===== config.mk =====
export PLATFORM = sky130hd
export DESIGN_NAME = pic_regs
export DESIGN_NICKNAME = d
export VERILOG_FILES = /design/src/logic/pic_pkg.sv /design/src/logic/pic_prescale.sv /design/src/logic/pic_regs.sv /design/src/logic/pic_sync.sv
export SDC_FILE = /design/constraint.sdc
export NUM_CORES = 1
export LEC_CHECK = 0
export ABC_AREA = 1
export BUFFER_PORTS_ARGS = -buffer_cell sky130_fd_sc_hd__clkbuf_2
export CORE_AREA = 2 2 118 120
export CTS_CLUSTER_DIAMETER = 50
export CTS_CLUSTER_SIZE = 20
export DETAILED_ROUTE_END_ITERATION = 7
export DIE_AREA = 0 0 120 122
export PLACE_DENSITY = 0.8
export REMOVE_ABC_BUFFERS = 1
export SYNTH_ARGS = -nofsm -noshare
export SYNTH_HDL_FRONTEND = slang
export SYNTH_HIERARCHICAL = 1
export SYNTH_SLANG_ARGS = --single-unit

===== constraint.sdc =====
create_clock -name i_clk_sys -period 4.3 [get_ports i_clk_sys]
set_input_delay 0.215 -clock i_clk_sys [delete_from_list [all_inputs] [get_ports i_clk_sys]]
set_output_delay 0.215 -clock i_clk_sys [all_outputs]
set_load 0.05 [all_outputs]

===== src/logic/pic_pkg.sv =====
// What this block does
// - reference divider 14 bits, ratio value plus one
// - first feedback divider split, ratio plus one
// - second feedback divider 8 bits, plus one
// - three enables route indications to status 1
// - three enables route indications to status 0
// - soft reset bit holds core, keeps registers
// - cleared sync bit forces output divider sync
// - calibration enable bit drives oscillator calibration
// - second prescaler 4/5/6, reserved code flagged
// - first prescaler same coding, feeds feedback
// - shaping field enables delay and reshape
// - mode bit picks automatic or manual selection
// - buffer enables; automatic mode needs both set
// - manual choice secondary only with pin high
// - primary input divider code plus one
// - secondary buffer type four codes
// - primary buffer type, codes 10/11 same
// - supply select bits, 0 is 1.8 V
// - registers move as two bytes, high first
package pic_pkg;

  // ----------------------------------------
  // register indices on the serial port
  // ----------------------------------------
  localparam logic [15:0] REG_REF_DIV_FB_HIGH       = 16'h0001;
  localparam logic [15:0] REG_FEEDBACK_DIVIDERS     = 16'h0002;
  localparam logic [15:0] REG_STATUS_RESET_PRESCALE = 16'h0003;
  localparam logic [15:0] REG_INPUT_SELECT_CONFIG   = 16'h0004;

  // ----------------------------------------
  // reset values
  // ----------------------------------------
  localparam logic [15:0] RST_REF_DIV_FB_HIGH       = 16'h0000;
  localparam logic [15:0] RST_FEEDBACK_DIVIDERS     = 16'h0000;
  localparam logic [15:0] RST_STATUS_RESET_PRESCALE = 16'h0060;
  localparam logic [15:0] RST_INPUT_SELECT_CONFIG   = 16'h0024;

  // ----------------------------------------
  // field positions
  // ----------------------------------------
  localparam int REFDIV_LSB    = 2;
  localparam int REFDIV_MSB    = 15;
  localparam int FB1_HI_MSB    = 1;
  localparam int FB1_LO_LSB    = 8;
  localparam int ST1_REFCLK    = 12;
  localparam int ST1_LOSS      = 11;
  localparam int ST1_LOCK      = 10;
  localparam int ST0_REFCLK    = 9;
  localparam int ST0_LOSS      = 8;
  localparam int ST0_LOCK      = 7;
  localparam int SOFT_RST_BIT  = 6;
  localparam int SYNC_BIT      = 5;
  localparam int CAL_BIT       = 4;
  localparam int PS2_LSB       = 2;
  localparam int PS1_LSB       = 0;
  localparam int SHAPE_LSB     = 14;
  localparam int MODE_BIT      = 13;
  localparam int CHOICE_BIT    = 12;
  localparam int PRIDIV_LSB    = 8;
  localparam int SECBUF_LSB    = 6;
  localparam int SEC_EN_BIT    = 5;
  localparam int PRIBUF_LSB    = 3;
  localparam int PRI_EN_BIT    = 2;
  localparam int SEC_SUP_BIT   = 1;
  localparam int PRI_SUP_BIT   = 0;

  // ----------------------------------------
  // serial port constants
  // ----------------------------------------
  localparam logic [4:0] DEV_ADDR_FIXED = 5'h15;
  localparam logic [3:0] BITS_PER_BYTE  = 4'h8;
  localparam logic [2:0] BYTES_PER_WR   = 3'h4;

  // ----------------------------------------
  // codes
  // ----------------------------------------
  typedef enum logic [1:0] {
    PIC_BUF_CML   = 2'h0,
    PIC_BUF_LVDS  = 2'h1,
    PIC_BUF_CMOS  = 2'h2,
    PIC_BUF_XTAL  = 2'h3
  } pic_buf_t;

  typedef enum logic [2:0] {
    PIC_IDLE     = 3'h0,
    PIC_ADDR     = 3'h1,
    PIC_ADDR_ACK = 3'h3,
    PIC_RX       = 3'h2,
    PIC_RX_ACK   = 3'h6,
    PIC_TX       = 3'h7,
    PIC_TX_ACK   = 3'h5
  } pic_fsm_t;

  typedef struct packed {
    pic_fsm_t    fsm;
    logic [3:0]  bitcnt;
    logic [7:0]  shreg;
    logic        rw;
    logic [2:0]  bytecnt;
    logic [15:0] ptr;
    logic [7:0]  wdat_hi;
    logic [7:0]  tx_lo;
    logic        tx_sel;
    logic        sda_oe;
    logic        scl_q;
    logic        sda_q;
    logic [15:0] reg1;
    logic [15:0] reg2;
    logic [15:0] reg3;
    logic [15:0] reg4;
  } pic_state_t;

endpackage


===== src/logic/pic_prescale.sv =====
`timescale 1ns/10ps
module pic_prescale
  import pic_pkg::*;
(
  // selection
  input  wire logic [1:0] i_code,
  // decoded
  output logic      [2:0] o_ratio,
  output logic            o_reserved
);
  // reserved code gives ratio zero so nothing downstream runs on it
  always_comb begin
    o_reserved = 1'b0;
    case (i_code)
      2'h0:    o_ratio = 3'h4;
      2'h1:    o_ratio = 3'h5;
      2'h2:    o_ratio = 3'h6;
      default: begin
        o_ratio    = 3'h0;
        o_reserved = 1'b1;
      end
    endcase
  end
endmodule // pic_prescale


===== src/logic/pic_regs.sv =====
`timescale 1ns/10ps
module pic_regs
  import pic_pkg::*;
(
  // clock and reset
  input  wire logic        i_clk_sys,
  input  wire logic        i_nrst,
  // serial configuration port, open drain data
  input  wire logic        i_scl,
  input  wire logic        i_sda,
  output logic             o_sda_out,
  output logic             o_sda_oe,
  input  wire logic [1:0]  i_addr_pins,
  // analog side indications and pins
  input  wire logic        i_pll_lock,
  input  wire logic        i_loss_ref,
  input  wire logic        i_refclk_status,
  input  wire logic        i_ref_sel_pin,
  // status pins
  output logic             o_status0,
  output logic             o_status1,
  // pll controls
  output logic [13:0]      o_reference_divider,
  output logic [14:0]      o_reference_ratio,
  output logic [9:0]       o_feedback_divider_first,
  output logic [10:0]      o_feedback_first_ratio,
  output logic [7:0]       o_feedback_divider_second,
  output logic [8:0]       o_feedback_second_ratio,
  output logic             o_core_reset_n,
  output logic             o_divider_sync,
  output logic             o_vco_cal_enable,
  output logic [2:0]       o_prescaler_first_ratio,
  output logic             o_prescaler_first_reserved,
  output logic [2:0]       o_prescaler_second_ratio,
  output logic             o_prescaler_second_reserved,
  // input section controls
  output logic             o_mux_delay_enable,
  output logic             o_mux_reshape_enable,
  output logic             o_input_mux_manual,
  output logic             o_ref_use_secondary,
  output logic [4:0]       o_primary_input_ratio,
  output logic [1:0]       o_secondary_buffer_type,
  output logic             o_secondary_input_enable,
  output logic [1:0]       o_primary_buffer_type,
  output logic             o_primary_input_enable,
  output logic             o_secondary_supply_select,
  output logic             o_primary_supply_select
);

  // ----------------------------------------
  // input synchronisers
  // ----------------------------------------
  logic [7:0] pins_sync;
  logic       scl_s;
  logic       sda_s;
  logic [1:0] addr_s;
  logic       lock_s;
  logic       loss_s;
  logic       refclk_s;
  logic       refsel_s;

  pic_sync #(
    .W (8)
  ) u_sync (
    .i_clk_sys (i_clk_sys),
    .i_nrst    (i_nrst),
    .i_async   ({i_scl, i_sda, i_addr_pins, i_pll_lock, i_loss_ref,
                 i_refclk_status, i_ref_sel_pin}),
    .o_sync    (pins_sync)
  );

  assign scl_s    = pins_sync[7];
  assign sda_s    = pins_sync[6];
  assign addr_s   = pins_sync[5:4];
  assign lock_s   = pins_sync[3];
  assign loss_s   = pins_sync[2];
  assign refclk_s = pins_sync[1];
  assign refsel_s = pins_sync[0];

  // ----------------------------------------
  // state
  // ----------------------------------------
  pic_state_t st_ff;
  pic_state_t nxt_st;

  logic scl_rise;
  logic scl_fall;
  logic start_cond;
  logic stop_cond;
  logic [15:0] rd_word;

  assign scl_rise   = scl_s & ~st_ff.scl_q;
  assign scl_fall   = ~scl_s & st_ff.scl_q;
  assign start_cond = scl_s & st_ff.scl_q & st_ff.sda_q & ~sda_s;
  assign stop_cond  = scl_s & st_ff.scl_q & ~st_ff.sda_q & sda_s;

  always_comb begin
    case (st_ff.ptr)
      REG_REF_DIV_FB_HIGH:       rd_word = st_ff.reg1;
      REG_FEEDBACK_DIVIDERS:     rd_word = st_ff.reg2;
      REG_STATUS_RESET_PRESCALE: rd_word = st_ff.reg3;
      REG_INPUT_SELECT_CONFIG:   rd_word = st_ff.reg4;
      default:                   rd_word = 16'h0000;
    endcase
  end

  // ----------------------------------------
  // serial port engine
  // ----------------------------------------
  always_comb begin
    nxt_st       = st_ff;
    nxt_st.scl_q = scl_s;
    nxt_st.sda_q = sda_s;
    if (start_cond) begin
      // repeated start keeps the register pointer for reads
      nxt_st.fsm     = PIC_ADDR;
      nxt_st.bitcnt  = 4'h0;
      nxt_st.bytecnt = 3'h0;
      nxt_st.sda_oe  = 1'b0;
    end else if (stop_cond) begin
      nxt_st.fsm    = PIC_IDLE;
      nxt_st.sda_oe = 1'b0;
    end else begin
      case (st_ff.fsm)
        PIC_IDLE: begin
          nxt_st.sda_oe = 1'b0;
        end
        PIC_ADDR: begin
          if (scl_rise) begin
            nxt_st.shreg  = {st_ff.shreg[6:0], sda_s};
            nxt_st.bitcnt = st_ff.bitcnt + 4'h1;
          end else if (scl_fall && st_ff.bitcnt == BITS_PER_BYTE) begin
            if (st_ff.shreg[7:1] == {DEV_ADDR_FIXED, addr_s}) begin
              nxt_st.sda_oe = 1'b1;
              nxt_st.rw     = st_ff.shreg[0];
              nxt_st.fsm    = PIC_ADDR_ACK;
            end else begin
              nxt_st.fsm = PIC_IDLE;
            end
          end
        end
        PIC_ADDR_ACK: begin
          if (scl_fall) begin
            nxt_st.bitcnt = 4'h0;
            if (st_ff.rw) begin
              nxt_st.shreg  = rd_word[15:8];
              nxt_st.tx_lo  = rd_word[7:0];
              nxt_st.tx_sel = 1'b0;
              nxt_st.sda_oe = ~rd_word[15];
              nxt_st.fsm    = PIC_TX;
            end else begin
              nxt_st.sda_oe = 1'b0;
              nxt_st.fsm    = PIC_RX;
            end
          end
        end
        PIC_RX: begin
          if (scl_rise) begin
            nxt_st.shreg  = {st_ff.shreg[6:0], sda_s};
            nxt_st.bitcnt = st_ff.bitcnt + 4'h1;
          end else if (scl_fall && st_ff.bitcnt == BITS_PER_BYTE) begin
            nxt_st.sda_oe = 1'b1;
            nxt_st.fsm    = PIC_RX_ACK;
            if (st_ff.bytecnt != BYTES_PER_WR) begin
              nxt_st.bytecnt = st_ff.bytecnt + 3'h1;
            end
            case (st_ff.bytecnt)
              3'h0: nxt_st.ptr[15:8] = st_ff.shreg;
              3'h1: nxt_st.ptr[7:0]  = st_ff.shreg;
              3'h2: nxt_st.wdat_hi   = st_ff.shreg;
              3'h3: begin
                // word commits on its second byte
                case (st_ff.ptr)
                  REG_REF_DIV_FB_HIGH:       nxt_st.reg1 = {st_ff.wdat_hi, st_ff.shreg};
                  REG_FEEDBACK_DIVIDERS:     nxt_st.reg2 = {st_ff.wdat_hi, st_ff.shreg};
                  REG_STATUS_RESET_PRESCALE: nxt_st.reg3 = {st_ff.wdat_hi, st_ff.shreg};
                  REG_INPUT_SELECT_CONFIG:   nxt_st.reg4 = {st_ff.wdat_hi, st_ff.shreg};
                  default:                   nxt_st.reg1 = st_ff.reg1;
                endcase
              end
              default: nxt_st.wdat_hi = st_ff.wdat_hi;
            endcase
          end
        end
        PIC_RX_ACK: begin
          if (scl_fall) begin
            nxt_st.sda_oe = 1'b0;
            nxt_st.bitcnt = 4'h0;
            nxt_st.fsm    = PIC_RX;
          end
        end
        PIC_TX: begin
          if (scl_rise) begin
            nxt_st.bitcnt = st_ff.bitcnt + 4'h1;
          end else if (scl_fall) begin
            if (st_ff.bitcnt == BITS_PER_BYTE) begin
              nxt_st.sda_oe = 1'b0;
              nxt_st.fsm    = PIC_TX_ACK;
            end else begin
              nxt_st.shreg  = {st_ff.shreg[6:0], 1'b0};
              nxt_st.sda_oe = ~st_ff.shreg[6];
            end
          end
        end
        PIC_TX_ACK: begin
          if (scl_rise) begin
            // master nack ends the read, wait for stop
            if (sda_s) begin
              nxt_st.fsm = PIC_IDLE;
            end else begin
              nxt_st.rw = 1'b1;
            end
          end else if (scl_fall) begin
            // extra bytes alternate high and low halves of the word
            nxt_st.bitcnt = 4'h0;
            nxt_st.tx_sel = ~st_ff.tx_sel;
            nxt_st.shreg  = st_ff.tx_sel ? rd_word[15:8] : st_ff.tx_lo;
            nxt_st.sda_oe = st_ff.tx_sel ? ~rd_word[15] : ~st_ff.tx_lo[7];
            nxt_st.fsm    = PIC_TX;
          end
        end
        default: begin
          nxt_st.fsm    = PIC_IDLE;
          nxt_st.sda_oe = 1'b0;
        end
      endcase
    end
  end

  always_ff @(posedge i_clk_sys or negedge i_nrst) begin
    if (!i_nrst) begin
      // edge history starts low like the synchronisers, so no false start or stop
      st_ff         <= '0;
      st_ff.fsm     <= PIC_IDLE;
      st_ff.reg1    <= RST_REF_DIV_FB_HIGH;
      st_ff.reg2    <= RST_FEEDBACK_DIVIDERS;
      st_ff.reg3    <= RST_STATUS_RESET_PRESCALE;
      st_ff.reg4    <= RST_INPUT_SELECT_CONFIG;
    end else begin
      st_ff <= nxt_st;
    end
  end

  // open drain: only ever pulls low
  assign o_sda_out = 1'b0;
  assign o_sda_oe  = st_ff.sda_oe;

  // ----------------------------------------
  // pll divider fields
  // ----------------------------------------
  // reference divider plus one
  assign o_reference_divider = st_ff.reg1[REFDIV_MSB:REFDIV_LSB];
  assign o_reference_ratio   = {1'b0, st_ff.reg1[REFDIV_MSB:REFDIV_LSB]} + 15'h0001;
  assign o_feedback_divider_first = {st_ff.reg1[FB1_HI_MSB:0], st_ff.reg2[15:FB1_LO_LSB]};
  assign o_feedback_first_ratio   = {1'b0, o_feedback_divider_first} + 11'h001;
  assign o_feedback_divider_second = st_ff.reg2[FB1_LO_LSB-1:0];
  assign o_feedback_second_ratio   = {1'b0, st_ff.reg2[FB1_LO_LSB-1:0]} + 9'h001;

  // ----------------------------------------
  // status pin routing
  // ----------------------------------------
  // status 1 indication enables
  assign o_status1 = (st_ff.reg3[ST1_REFCLK] & refclk_s) |
                     (st_ff.reg3[ST1_LOSS]   & loss_s)   |
                     (st_ff.reg3[ST1_LOCK]   & lock_s);
  assign o_status0 = (st_ff.reg3[ST0_REFCLK] & refclk_s) |
                     (st_ff.reg3[ST0_LOSS]   & loss_s)   |
                     (st_ff.reg3[ST0_LOCK]   & lock_s);

  // ----------------------------------------
  // reset, sync, calibration, prescalers
  // ----------------------------------------
  // soft reset never touches registers
  assign o_core_reset_n   = st_ff.reg3[SOFT_RST_BIT];
  // sync forced while bit is low
  assign o_divider_sync   = ~st_ff.reg3[SYNC_BIT];
  assign o_vco_cal_enable = st_ff.reg3[CAL_BIT];

  pic_prescale u_ps_second (
    .i_code     (st_ff.reg3[PS2_LSB+1:PS2_LSB]),
    .o_ratio    (o_prescaler_second_ratio),
    .o_reserved (o_prescaler_second_reserved)
  );

  pic_prescale u_ps_first (
    .i_code     (st_ff.reg3[PS1_LSB+1:PS1_LSB]),
    .o_ratio    (o_prescaler_first_ratio),
    .o_reserved (o_prescaler_first_reserved)
  );

  // ----------------------------------------
  // input section
  // ----------------------------------------
  // delay and reshape bits
  assign o_mux_delay_enable   = st_ff.reg4[SHAPE_LSB];
  assign o_mux_reshape_enable = st_ff.reg4[SHAPE_LSB+1];
  assign o_input_mux_manual   = st_ff.reg4[MODE_BIT];
  assign o_ref_use_secondary  = st_ff.reg4[MODE_BIT] & st_ff.reg4[CHOICE_BIT] & refsel_s;
  assign o_primary_input_ratio = {1'b0, st_ff.reg4[PRIDIV_LSB+3:PRIDIV_LSB]} + 5'h01;
  assign o_secondary_buffer_type = st_ff.reg4[SECBUF_LSB+1:SECBUF_LSB];
  // primary has no crystal, 11 folds to cmos
  assign o_primary_buffer_type =
    (st_ff.reg4[PRIBUF_LSB+1]) ? PIC_BUF_CMOS : st_ff.reg4[PRIBUF_LSB+1:PRIBUF_LSB];
  // buffer enables, host keeps both on in auto
  assign o_secondary_input_enable = st_ff.reg4[SEC_EN_BIT];
  assign o_primary_input_enable   = st_ff.reg4[PRI_EN_BIT];
  assign o_secondary_supply_select = st_ff.reg4[SEC_SUP_BIT];
  assign o_primary_supply_select   = st_ff.reg4[PRI_SUP_BIT];

endmodule // pic_regs


===== src/logic/pic_sync.sv =====
`timescale 1ns/10ps
module pic_sync #(
  parameter int W = 1
) (
  // clock and reset
  input  wire logic         i_clk_sys,
  input  wire logic         i_nrst,
  // levels
  input  wire logic [W-1:0] i_async,
  output logic      [W-1:0] o_sync
);
  logic [W-1:0] meta_ff;
  logic [W-1:0] sync_ff;

  always_ff @(posedge i_clk_sys or negedge i_nrst) begin
    if (!i_nrst) begin
      meta_ff <= '0;
      sync_ff <= '0;
    end else begin
      meta_ff <= i_async;
      sync_ff <= meta_ff;
    end
  end

  assign o_sync = sync_ff;
endmodule // pic_sync

---- After elaboration in Yosys (flattened, before gate mapping) ----
Cells that the tools add are included.
cells by class
  reduce and logical (&&, ||, !) cells .... 30
  eq/ne operators ......................... 56
  muxes and demuxes ....................... 68
  bitwise gates (word level) .............. 31
  add/subtract/negate cells ............... 6
operators with widths
  kind                                                              number
  27-bit 2-to-1 mux                                                 3
  8-bit 2-to-1 mux                                                  9
  16-bit case mux with 4 select lines                               1
  49-bit 2-to-1 mux                                                 1
  4-bit inequality test, second input constant                      12
  3-bit 2-to-1 mux                                                  13
  7-bit AND reduction                                               5
  16-bit by 2-bit == test with 1-bit output, second input constant  2
  8-bit case mux with 4 select lines                                1
  15-bit 2-to-1 mux                                                 2
  2-bit inequality test, second input constant                      13
  12-bit 2-to-1 mux                                                 2
  11-bit AND reduction                                              2
  3-bit inequality test, second input constant                      7
  3-bit case mux with 7 select lines                                1
  1-bit 2-to-1 mux                                                  20
  4-bit case mux with 5 select lines                                1
  3-bit case mux with 3 select lines                                2
  6-bit AND reduction                                               3
  16-bit by 1-bit == test with 1-bit output, second input constant  1
  16-bit by 3-bit == test with 1-bit output, second input constant  1
  8-bit AND reduction                                               2
  14-bit by 1-bit adder with 15-bit output, second input constant   1
  1-bit AND                                                         15
  35 further kinds                                                  71
storage, ports and cells
  output and inout port bits .............. 99
  input port bits ......................... 10
  word-level logic and storage cells ...... 210
  bits in registers ....................... 135

---- Depth between registers and ports, before layout ----
Gate-level depths: netlist of run 1.
  word-level depth ........................ 9
  gate-level depth with buffers ........... 12
  gate-level depth less buffers ........... 12

---- Hierarchy ----
The synthesis of run 1 kept the hierarchy.
modules (own cells, without submodules)
  module        area an instance (um^2)  cells each  times used  seq. area each (um^2)
  pic_regs      6811.5                   833         1           2982.9
  pic_sync      400.4                    16          1           400.4
  pic_prescale  22.5                     6           2           0.0

---- Worst setup path after synthesis of run 1 ----
No wires, ideal clock.
  kind .................................... register -> output
  start point ............................. register st_ff, in the netlist o_reference_divider[0]
  end point ............................... output port o_reference_ratio[14]
  setup slack ............................. 1.611 ns
  cell stages (with the launch flop) ...... 10
  buffers on the path ..................... 0
  data required time ...................... 4.085 ns
  arrival time ............................ 2.474 ns
  path through ............................ dfrtp_1 ha_1 inv_1 nor2_1 nand3_1 nor2_1 nand2_1 nor3_1 nand3_1 nor3_1
on the way
  cells in the longest elaborated chain, start to end .. 1
RTL lines
  what                                      line             RTL
  from (decl)                               pic_regs.sv:83   pic_state_t st_ff;
  from (signal assigned)                    pic_regs.sv:240  st_ff <= nxt_st;
  14-bit by 1-bit adder with 15-bit output  pic_regs.sv:253  assign o_reference_ratio = {1'b0, st_ff.reg1[REFDIV_MSB:REFDIV_LSB]} + 15'h0001;
  to (decl)                                 pic_regs.sv:24   output logic [14:0] o_reference_ratio,
No other way between the ends.

---- Worst setup path after layout of run 1 ----
  start point ............................. register st_ff, in the netlist o_reference_divider[1]
  end point ............................... output port o_reference_ratio[14]
The elaborated chain is that of the path after synthesis.

==> results of run 1 <==
## layout by cell type, fill, tap and decap left out, types with 26 or more instances in the layout
master	count
clkbuf_2	106
o21ai_1	26
nand2_1	238
o21ai_2	38
nand3_1	45
nor2_1	56
o21ai_0	51
dfrtp_1	131
inv_1	76
xor2_1	28
## what timing repair did
| action | 4_1_cts | 5_1_grt |
|---|---|---|
| setup endpoints to repair | 0 | 0 |
| hold buffers | 9 | 0 |
| hold endpoints to repair | 102 | 0 |
## cell usage after synthesis (2+ instances only)
cell type / n / area (sq um)
o21ai_1: 26 / 130
xor2_1: 28 / 245
xnor2_1: 2 / 17.5
nand2_4: 5 / 56.3
buf_4: 36 / 270
buf_2: 7 / 35.0
dfrtp_1: 131 / 3280
nor3_2: 2 / 20.0
buf_6: 12 / 135
and3_1: 2 / 12.5
nand4_1: 17 / 106
nand3_2: 2 / 20.0
a21oi_1: 9 / 45.0
dfstp_2: 4 / 105
nor2_1: 56 / 210
o21ai_0: 51 / 255
a21boi_1: 7 / 52.6
o22ai_1: 8 / 50.1
o2111ai_1: 7 / 61.3
inv_2: 8 / 30.0
clkbuf_1: 4 / 15.0
nor3_1: 8 / 40.0
o21ai_2: 38 / 333
nand2_1: 238 / 893
nor2_2: 2 / 12.5
inv_1: 76 / 285
ha_1: 14 / 175
nand3_1: 45 / 225
## state kept, by name, summed over array words and instances (netlist names)
register,flops
o_primary_input_enable,1
o_reference_divider,14
o_input_mux_manual,1
o_primary_supply_select,1
o_mux_delay_enable,1
o_vco_cal_enable,1
u_sync/meta_ff,8
u_sync/o_sync,8
o_feedback_divider_second,8
st_ff,75
o_secondary_buffer_type,2
o_feedback_divider_first,10
o_core_reset_n,1
o_secondary_input_enable,1
o_secondary_supply_select,1
o_sda_oe,1
o_mux_reshape_enable,1
## per-layer routing
layer | routed length (um) | share of wire | track usage
met1 | 7930 | 0.42 | 0.370
met5 | 0 | 0 | 0
met3 | 1490 | 0.080 | 0.0590
met4 | 498 | 0.027 | 0.0985
met2 | 8740 | 0.47 | 0.419
## stage by stage
step | worst slack, ns | instance area, sq um
after floorplan | 1.19 | 6800
after global placement | 1.90 | 7570
after detailed placement | 1.81 | 7570
after CTS | 1.33 | 8270
after global routing | 1.07 | 8270
final | 1.33 | 8270
## cell type report
| class | instances | area, sq um | share of cell area |
|---|---|---|---|
| inverter | 86 | 325 | 0.0394 |
| timing repair buffer | 117 | 639 | 0.0773 |
| tap | 180 | 225 | 0.0272 |
| clock inverter | 14 | 166 | 0.0201 |
| multi-input combinational | 580 | 3090 | 0.374 |
| clock buffer | 18 | 439 | 0.0531 |
| sequential | 135 | 3380 | 0.409 |
## report_power, final
group          switching, mW  leakage (nW)  internal [mW]  total, mW
Sequential            0.0599          1.81           1.35       1.41
Clock                  0.601         0.293          0.885       1.49
Combinational          0.538          1.95          0.199      0.737
Total                   1.20          4.05           2.43       3.63
## final timing paths
| check | slack, ns | endpoint | startpoint |
|---|---|---|---|
| max in group asynchronous | 2.83 | u_sync/meta_ff[7] | i_nrst |
| min in group asynchronous | 0.42 | o_feedback_divider_first[3] | i_nrst |
| min reg2reg | 0.35 | u_sync/o_sync[1] | u_sync/meta_ff[1] |
| max | 1.33 | o_reference_ratio[14] | o_reference_divider[1] |
| min | 0.35 | u_sync/o_sync[1] | u_sync/meta_ff[1] |
| max reg2reg | 1.87 | o_reference_divider[1] | st_ff[97] |
## cells by family after synthesis
group                    after synthesis  share of synthesized area
AND/OR/NAND/NOR                      386                      0.234
AO/OA/AOI/OAI                        149                      0.131
buffers and inverters                146                      0.108
flip-flops                           135                      0.466
XOR/XNOR                              30                     0.0362
adder cells (fa/ha/maj)               14                     0.0241
other                                  1                   0.000517
==> results.json, run 1 <==
{
  "synth_edf_count": 0,
  "dieHeight_um": 122,
  "grt_usage": 0.269,
  "power.density_nw_per_um2": 439,
  "cpLargestDelayFamily": "simple AND/OR/NAND/NOR gates",
  "fin_crit_ns": 2.97,
  "cap_violations": 0,
  "layout_worst_path_cycle_share": 0.691,
  "dieArea_sq_um": 14600,
  "drt_wl_total_um": 18700,
  "drt_iter0_markers": 616,
  "layout-drive-gt1-share": 0.220,
  "coreArea_sq_um": 13500,
  "routabilityCongestion": 0.910,
  "post-route-drc-count": 0,
  "yosysWarnings": 6,
  "cts.sinks": 135,
  "syn-mean-instance-area_sq_um": 8.43,
  "arrival_ns": 2.76,
  "first_global_vias": 5784,
  "hpwl_um": 12700,
  "vdd_drop_max_v": 0.000305,
  "maxSlewHeadroom": 0.390,
  "tightest_slew_ns": 0.910,
  "cts_tree": "yes",
  "clock_latency_ns": 0.43,
  "skew_ns": 0.0105,
  "crit_path_max_incr_delay_ns": 0.44,
  "portBuffers": 107,
  "cts_resized": 0,
  "synth-async-reset-ratio": 1.00,
  "path_buf_inv": 2,
  "fillers": 1131,
  "r2r_cells": 8,
  "diodes": 0,
  "max-clock-path-buffers": 2,
  "path_class": "reg2out",
  "areaGrowthSynthToFinish_pct": 13.9,
  "antenna_found_initial": 0,
  "cts_buffers": 17,
  "dominantRegCellSynth": "dfrtp_1",
  "crit_fanout": 6,
  "critPathLaunchType": "flop",
  "cp_slowest_cell": "dfrtp_1",
  "setup_viol": 0,
  "finalNonFillerCells": 1130,
  "via_count": 6288,
  "timing.hold.ws_ns": 0.349,
  "syn_inst": 861,
  "cp.depth": 10,
  "num_rows": 43,
  "grt_pass1_wl_um": 30400,
  "max_freq_ghz": 0.337,
  "final_max_slew_viol_count": 0,
  "cp_cell_sequence": "ha_1 > inv_1 > nor2_1 > nand3_1 > nor2_1 > nand2_1 > nor3_1 > nand3_1 > nor3_1 > clkbuf_2",
  "final_nets": 961,
  "drtPass1Iterations": 7,
  "pin_count": 109,
  "drtAntennaViolNets": 0,
  "clk_pin_slew_ns": 0.06,
  "required_ns": 4.09,
  "worstHoldPathCells": 0,
  "fin_util": 0.612,
  "htree_num_levels": 4,
  "crit_path_end_kind": "primary output",
  "status": "completed",
  "dp_cells": 1089,
  "clk_root_buffer_cell": "clkbuf_16",
  "total_power_mw": 3.63,
  "syn-cell-area_sq_um": 7260,
  "leakage_nw": 4.05,
  "grt_overflow_total": 0,
  "start_util": 0.537,
  "grt_start_max_net_pins": 100,
  "seq_area_frac_synth": 0.466,
  "vias_per_cell": 5.56,
  "hold_violations": 0,
  "min_path_type": "reg2reg",
  "wl_per_cell_um": 16.5,
  "die_w_um": 120,
  "yosysUniqueCellTypes": 44,
  "rsz0062_at_grt": "false",
  "fin_setup_tns_ns": 0,
  "post_cts_buffers": 0,
  "synth_seq_cells": 135
}
Power figures use the tool's default switching activity.
==> inputs of run 2 (changes only) <==
--- a/config.mk
+++ b/config.mk
@@ -7,12 +7,12 @@
 export LEC_CHECK = 0
 export ABC_AREA = 1
 export BUFFER_PORTS_ARGS = -buffer_cell sky130_fd_sc_hd__clkbuf_2
-export CORE_AREA = 2 2 118 120
+export CORE_AREA = 2 2 122 124
 export CTS_CLUSTER_DIAMETER = 50
 export CTS_CLUSTER_SIZE = 20
 export DETAILED_ROUTE_END_ITERATION = 7
-export DIE_AREA = 0 0 120 122
-export PLACE_DENSITY = 0.8
+export DIE_AREA = 0 0 124 126
+export PLACE_DENSITY = 0.78
 export REMOVE_ABC_BUFFERS = 1
 export SYNTH_ARGS = -nofsm -noshare
 export SYNTH_HDL_FRONTEND = slang
==> constraint.sdc (replaced) <==
create_clock -name i_clk_sys -period 2.6 [get_ports i_clk_sys]
set_input_delay 0.13 -clock i_clk_sys [delete_from_list [all_inputs] [get_ports i_clk_sys]]
set_output_delay 0.13 -clock i_clk_sys [all_outputs]
set_load 0.05 [all_outputs]
==> results.json, run 2 (synthesized netlist as in run 1, its figures left out) <==
{
  "top_register": "st_ff",
  "drtPass1Iterations": 5,
  "crit_fanout": 2,
  "vias_per_cell": 5.54,
  "die_w_um": 124,
  "min_path_type": "in2async",
  "antenna_found_initial": 0,
  "rrSetupSlack_ns": 0.27,
  "cp_cell_sequence": "ha_2 > inv_1 > nor2_2 > nand3_1 > nor2_2 > nand2_2 > nor3_4 > nand3_2 > xor2_2 > clkbuf_8",
  "max_freq_ghz": 0.397,
  "setup_viol": 0,
  "coreArea_sq_um": 14300,
  "fin_util": 0.596,
  "post_dp_cell_area_sq_um": 7720,
  "grt_pass1_wl_um": 30600,
  "start_util": 0.507,
  "diodes": 0,
  "layout-drive-gt1-share": 0.248,
  "final_nets": 981,
  "first_global_vias": 5915,
  "crit_path_max_incr_delay_ns": 0.39,
  "path_class": "reg2out",
  "wl_per_cell_um": 16.9,
  "htree_num_levels": 4,
  "crit_path_frequent_cell": "nor2_2",
  "drtAntennaViolNets": 0,
  "via_count": 6394,
  "dieHeight_um": 126,
  "grt_usage": 0.258,
  "tightest_slew_ns": 0.641,
  "fin_setup_tns_ns": 0,
  "cts_tree": "yes",
  "maxSlewHeadroom": 0.573,
  "cp_slowest_cell": "dfrtp_1",
  "arrival_ns": 2.39,
  "num_rows": 44,
  "clk_root_buffer_cell": "clkbuf_16",
  "timing.hold.ws_ns": 0.256,
  "drt_wl_total_um": 19500,
  "fin_crit_ns": 2.52,
  "grt_start_max_net_pins": 70,
  "pre_cts_slack_ns": 0.173,
  "skew_ns": 0.0103,
  "fin_ws_ns": 0.0820,
  "dieArea_sq_um": 15600,
  "clock_latency_ns": 0.43,
  "total_power_mw": 6.26,
  "cts_buffers": 17,
  "hold_violations": 0,
  "hpwl_um": 13200,
  "vdd_drop_max_v": 0.000437,
  "fin_area_sq_um": 8530,
  "post-route-drc-count": 0,
  "layout_worst_path_cycle_share": 0.968,
  "dp_cells": 1111,
  "clk_pin_slew_ns": 0.07,
  "critPathLaunchType": "flop",
  "routabilityCongestion": 0.951,
  "portBuffers": 107,
  "rsz0062_at_grt": "true",
  "drt_iter0_markers": 664,
  "crit_path_end_kind": "primary output",
  "grt_overflow_total": 0,
  "cts.sinks": 135,
  "final_max_slew_viol_count": 0,
  "largest_reg_flops": 75,
  "areaGrowthSynthToFinish_pct": 17.6,
  "layout_common_cells": "237 x nand2_1, 128 x dfrtp_1, 103 x clkbuf_2",
  "crit_path_start": "o_reference_divider[1]",
  "final_common_cell": "nand2_1",
  "finalNonFillerCells": 1154,
  "max-clock-path-buffers": 2,
  "leakage_nw": 4.18,
  "power.density_nw_per_um2": 734,
  "status": "completed",
  "required_ns": 2.47,
  "r2r-start": "st_ff[112]",
  "cap_violations": 0,
  "pin_count": 109
}
## run 2: cell count changes in the layout (fill, tap and decap cells not counted), moves of 2 or more
cell       change
buf_4         +21
nor2_1         -4
nor2_2         +4
clkbuf_2       -3
dfrtp_1        -3
dfrtp_2        +3
bufinv_16      +2
inv_6          +2
nor3_1         -2
## run 2: cell type report
cell class,count,area [sq um]
flip-flops and latches,135,3390
clock inverters,14,211
repair buffers,137,816
well taps,184,230
fillers,1259,5780
multi-input cells,580,3130
inverters,86,325
clock buffers,18,429
## run 2: path summary, 6_finish.rpt
check	cells past startpoint	to
setup / recovery	10	o_reference_ratio[12]
hold / removal	2	o_reference_divider[9]
setup reg to reg	10	o_feedback_divider_second[0]
hold reg to reg	0	u_sync/o_sync[2]
max in group asynchronous	3	st_ff[75]
min in group i_clk_sys	2	u_sync/meta_ff[0]
## run 2: timing repair
item / 4_1_cts / 5_1_grt
buffers inserted: 0 / 2
hold buffers: 9 / 0
hold endpoints to repair: 71 / 0
endpoints found under the setup margin: 4 / 5
resized for setup: 12 / 8
pin swaps: 1 / 2
## run 2: critical path: cells and delay by family, from the launching register on
family,cells,cell delay [ns]
and+or+nand+nor,6,0.89
DFF,1,0.39
xor gates and xnor gates,1,0.19
adders and majority gates,1,0.22
buffers and inverters,2,0.26
## run 2: report_power, final
| group | total, mW | internal (mW) | switching (mW) |
|---|---|---|---|
| Clock | 2.62 | 1.63 | 0.982 |
| Combinational | 1.32 | 0.370 | 0.949 |
| Sequential | 2.33 | 2.23 | 0.102 |
## run 2: metal layers
metal	global-route usage	share of wire	wire, um
met1	0.355	0.42	8210
met2	0.397	0.47	9190
met3	0.0525	0.076	1470
met4	0.110	0.030	582
met5	0	0	0
==> inputs of run 3 (changes only) <==
--- a/config.mk
+++ b/config.mk
@@ -7,14 +7,13 @@
 export LEC_CHECK = 0
 export ABC_AREA = 1
 export BUFFER_PORTS_ARGS = -buffer_cell sky130_fd_sc_hd__clkbuf_2
-export CORE_AREA = 2 2 122 124
+export CORE_AREA = 2 2 121 123
 export CTS_CLUSTER_DIAMETER = 50
 export CTS_CLUSTER_SIZE = 20
 export DETAILED_ROUTE_END_ITERATION = 7
-export DIE_AREA = 0 0 124 126
-export PLACE_DENSITY = 0.78
+export DIE_AREA = 0 0 123 125
+export PLACE_DENSITY = 0.79
 export REMOVE_ABC_BUFFERS = 1
 export SYNTH_ARGS = -nofsm -noshare
 export SYNTH_HDL_FRONTEND = slang
-export SYNTH_HIERARCHICAL = 1
 export SYNTH_SLANG_ARGS = --single-unit
==> results.json, run 3 <==
{
  "maxSlewHeadroom": 0.503,
  "skew_ns": 0.0116,
  "total_power_mw": 5.13,
  "antenna_found_initial": 0,
  "cp_slowest_cell": "dfrtp_2",
  "synthTopCellsByCount": "241 x nand2_1, 131 x dfrtp_1, 85 x inv_1",
  "max_freq_ghz": 0.407,
  "finalNonFillerCells": 1156,
  "path_class": "reg2out",
  "largest_reg_flops": 75,
  "clock_latency_ns": 0.42,
  "max-clock-path-buffers": 2,
  "via_count": 6337,
  "dieArea_sq_um": 15400,
  "crit_fanout": 5,
  "syn-mean-instance-area_sq_um": 8.35,
  "p_sw_frac": 0.281,
  "fin_ws_ns": 0.145,
  "dominantRegCellSynth": "dfrtp_1",
  "vias_per_cell": 5.48,
  "top_register": "st_ff",
  "fillers": 1236,
  "diodes": 0,
  "yosysWarnings": 0,
  "cpLargestDelayFamily": "buffers and inverters",
  "synth_edf_count": 0,
  "power.density_nw_per_um2": 615,
  "synth_top_cell_by_area": "dfrtp_1",
  "layout_common_cells": "241 x nand2_1, 129 x dfrtp_1, 102 x clkbuf_2",
  "syn_inst": 867,
  "wl_per_cell_um": 16.3,
  "leakage_nw": 4.11,
  "fin_crit_ns": 2.46,
  "arrival_ns": 2.33,
  "layout-drive-gt1-share": 0.215,
  "drt_wl_total_um": 18800,
  "cp_cell_sequence": "ha_2 > nand3_1 > inv_1 > nand4_1 > nor3b_2 > buf_4 > xor2_1 > buf_2",
  "num_rows": 44,
  "htree_num_levels": 4,
  "hpwl_um": 13200,
  "clk_root_buffer_cell": "clkbuf_16",
  "tightest_slew_ns": 0.745,
  "hold_violations": 0,
  "final_common_cell": "nand2_1",
  "p_clk_frac": 0.450,
  "drt_iter0_markers": 743,
  "dieHeight_um": 125,
  "synth-async-reset-ratio": 1.00,
  "start_util": 0.509,
  "crit_path_start": "o_reference_divider[1]",
  "drtPass1Iterations": 7,
  "first_global_vias": 5855,
  "rsz0062_at_grt": "false",
  "yosysUniqueCellTypes": 42,
  "cts_tree": "yes",
  "seq_area_frac_synth": 0.468,
  "cap_violations": 0,
  "required_ns": 2.47,
  "p_comb_frac": 0.112,
  "pre_cts_slack_ns": 0.341,
  "pwr-share-seq": 0.438,
  "grt_usage": 0.253,
  "areaGrowthSynthToFinish_pct": 15.4,
  "pin_count": 109,
  "layout_worst_path_cycle_share": 0.944,
  "vdd_drop_max_v": 0.000522,
  "ys_top_cells_by_area": "dfrtp_1 45%, nand2_1 13%, inv_1 4.4%",
  "final_max_slew_viol_count": 0,
  "synth_seq_cells": 135,
  "setup_viol": 0,
  "fin_area_sq_um": 8350,
  "grt_overflow_total": 0,
  "dp_cells": 1114,
  "routabilityCongestion": 0.909,
  "path_buf_inv": 3,
  "synth_top_area_share": 0.453,
  "cts.sinks": 135,
  "cts_buffers": 17,
  "clk_pin_slew_ns": 0.06,
  "critPathLaunchType": "flop",
  "p_switching_mw": 1.45,
  "status": "completed",
  "syn-cell-area_sq_um": 7240,
  "post-route-drc-count": 0,
  "post_dp_cell_area_sq_um": 7660,
  "portBuffers": 107,
  "grt_start_max_net_pins": 72,
  "r2r-start": "u_sync.o_sync[7]",
  "drtAntennaViolNets": 0,
  "min_path_type": "in2async",
  "crit_path_end_kind": "primary output",
  "crit_path_max_incr_delay_ns": 0.41,
  "coreArea_sq_um": 14200,
  "die_w_um": 123,
  "internal_power_mw": 3.69,
  "yosysMostFrequentCell": "nand2_1",
  "timing.hold.ws_ns": 0.268,
  "final_nets": 983,
  "grt_pass1_wl_um": 30200
}
==> run 3: cell count changes in the layout (fill, tap and decap cells not counted), sizes merged, moves of 4 or more <==
cell,delta
a21boi,-6
a22oi,+8
clkinvlp,+5
nand3,-12
nor2,+4
xnor2,+4
==> run 3: worst paths after layout <==
check / to / cells past startpoint / slack, ns
setup / recovery: o_reference_ratio[10] / 8 / 0.14
hold / removal: u_sync.meta_ff[2] / 2 / 0.27
setup reg to reg: st_ff[27] / 10 / 0.36
hold reg to reg: u_sync.o_sync[6] / 0 / 0.35
max in group asynchronous: o_core_reset_n / 3 / 1.52
min in group i_clk_sys: u_sync.o_sync[6] / 0 / 0.35
==> run 3: worst reg2reg max path: stages (launching register included) <==
cell,delay [ns]
dfrtp_1,0.42
inv_1,0.07
ha_1,0.19
inv_1,0.10
nor2_1,0.20
inv_1,0.10
nor3_4,0.23
and3_4,0.29
nand2_4,0.26
nand2_1,0.19
o21ai_2,0.07
==> run 3: layer usage <==
metal,track usage,vias to the layer above,wire length (um)
met1,0.362,3042,8300
met2,0.374,289,8600
met5,0,-,0
met4,0.0956,0,376
li1,-,2965,-
met3,0.0625,41,1560
==> run 3: per-stage QoR <==
step / setup TNS (ns) / utilization
floorplan: -0.528 / -
global placement: 0 / 0.540
detailed placement: 0 / 0.540
CTS: 0 / 0.587
global route: 0 / 0.588
finish: 0 / 0.588
==> run 3: cell families after synthesis <==
kind of cell               synth area share
and+or+nand+nor                       0.231
buffers and inverters                 0.113
AOI/OAI and AO/OA                     0.127
DFF                                   0.468
xor gates and xnor gates             0.0375
adders and majority gates            0.0242
other                              0.000518
==> run 3: final cells by class <==
cell class	count	area [sq um]	share of cell area
tap	184	230	0.0276
clock inverter	13	123	0.0147
sequential	135	3390	0.405
inverter	91	342	0.0409
multi-input combinational	581	3050	0.366
clock buffer	19	443	0.0530
timing repair buffer	133	774	0.0927
==> run 3: repair_timing <==
action / in CTS / in global routing
setup endpoints to repair: 3 / 3
resized for setup: 3 / 8
hold buffers: 9 / 0
buffers inserted: 0 / 1
pin swaps: 0 / 1
endpoints found under the hold margin: 75 / 0
==> run 3: power groups by stage <==
stage / combinational (mW) / clock [mW] / sequential [mW]
after detailed placement: 0.559 / 0 / 2.29
after global placement: 0.551 / 0 / 2.28
final: 0.574 / 2.31 / 2.25
after global routing: 0.630 / 2.44 / 2.26
after CTS: 0.571 / 2.32 / 2.25
after floorplan: 0.319 / 0 / 2.27
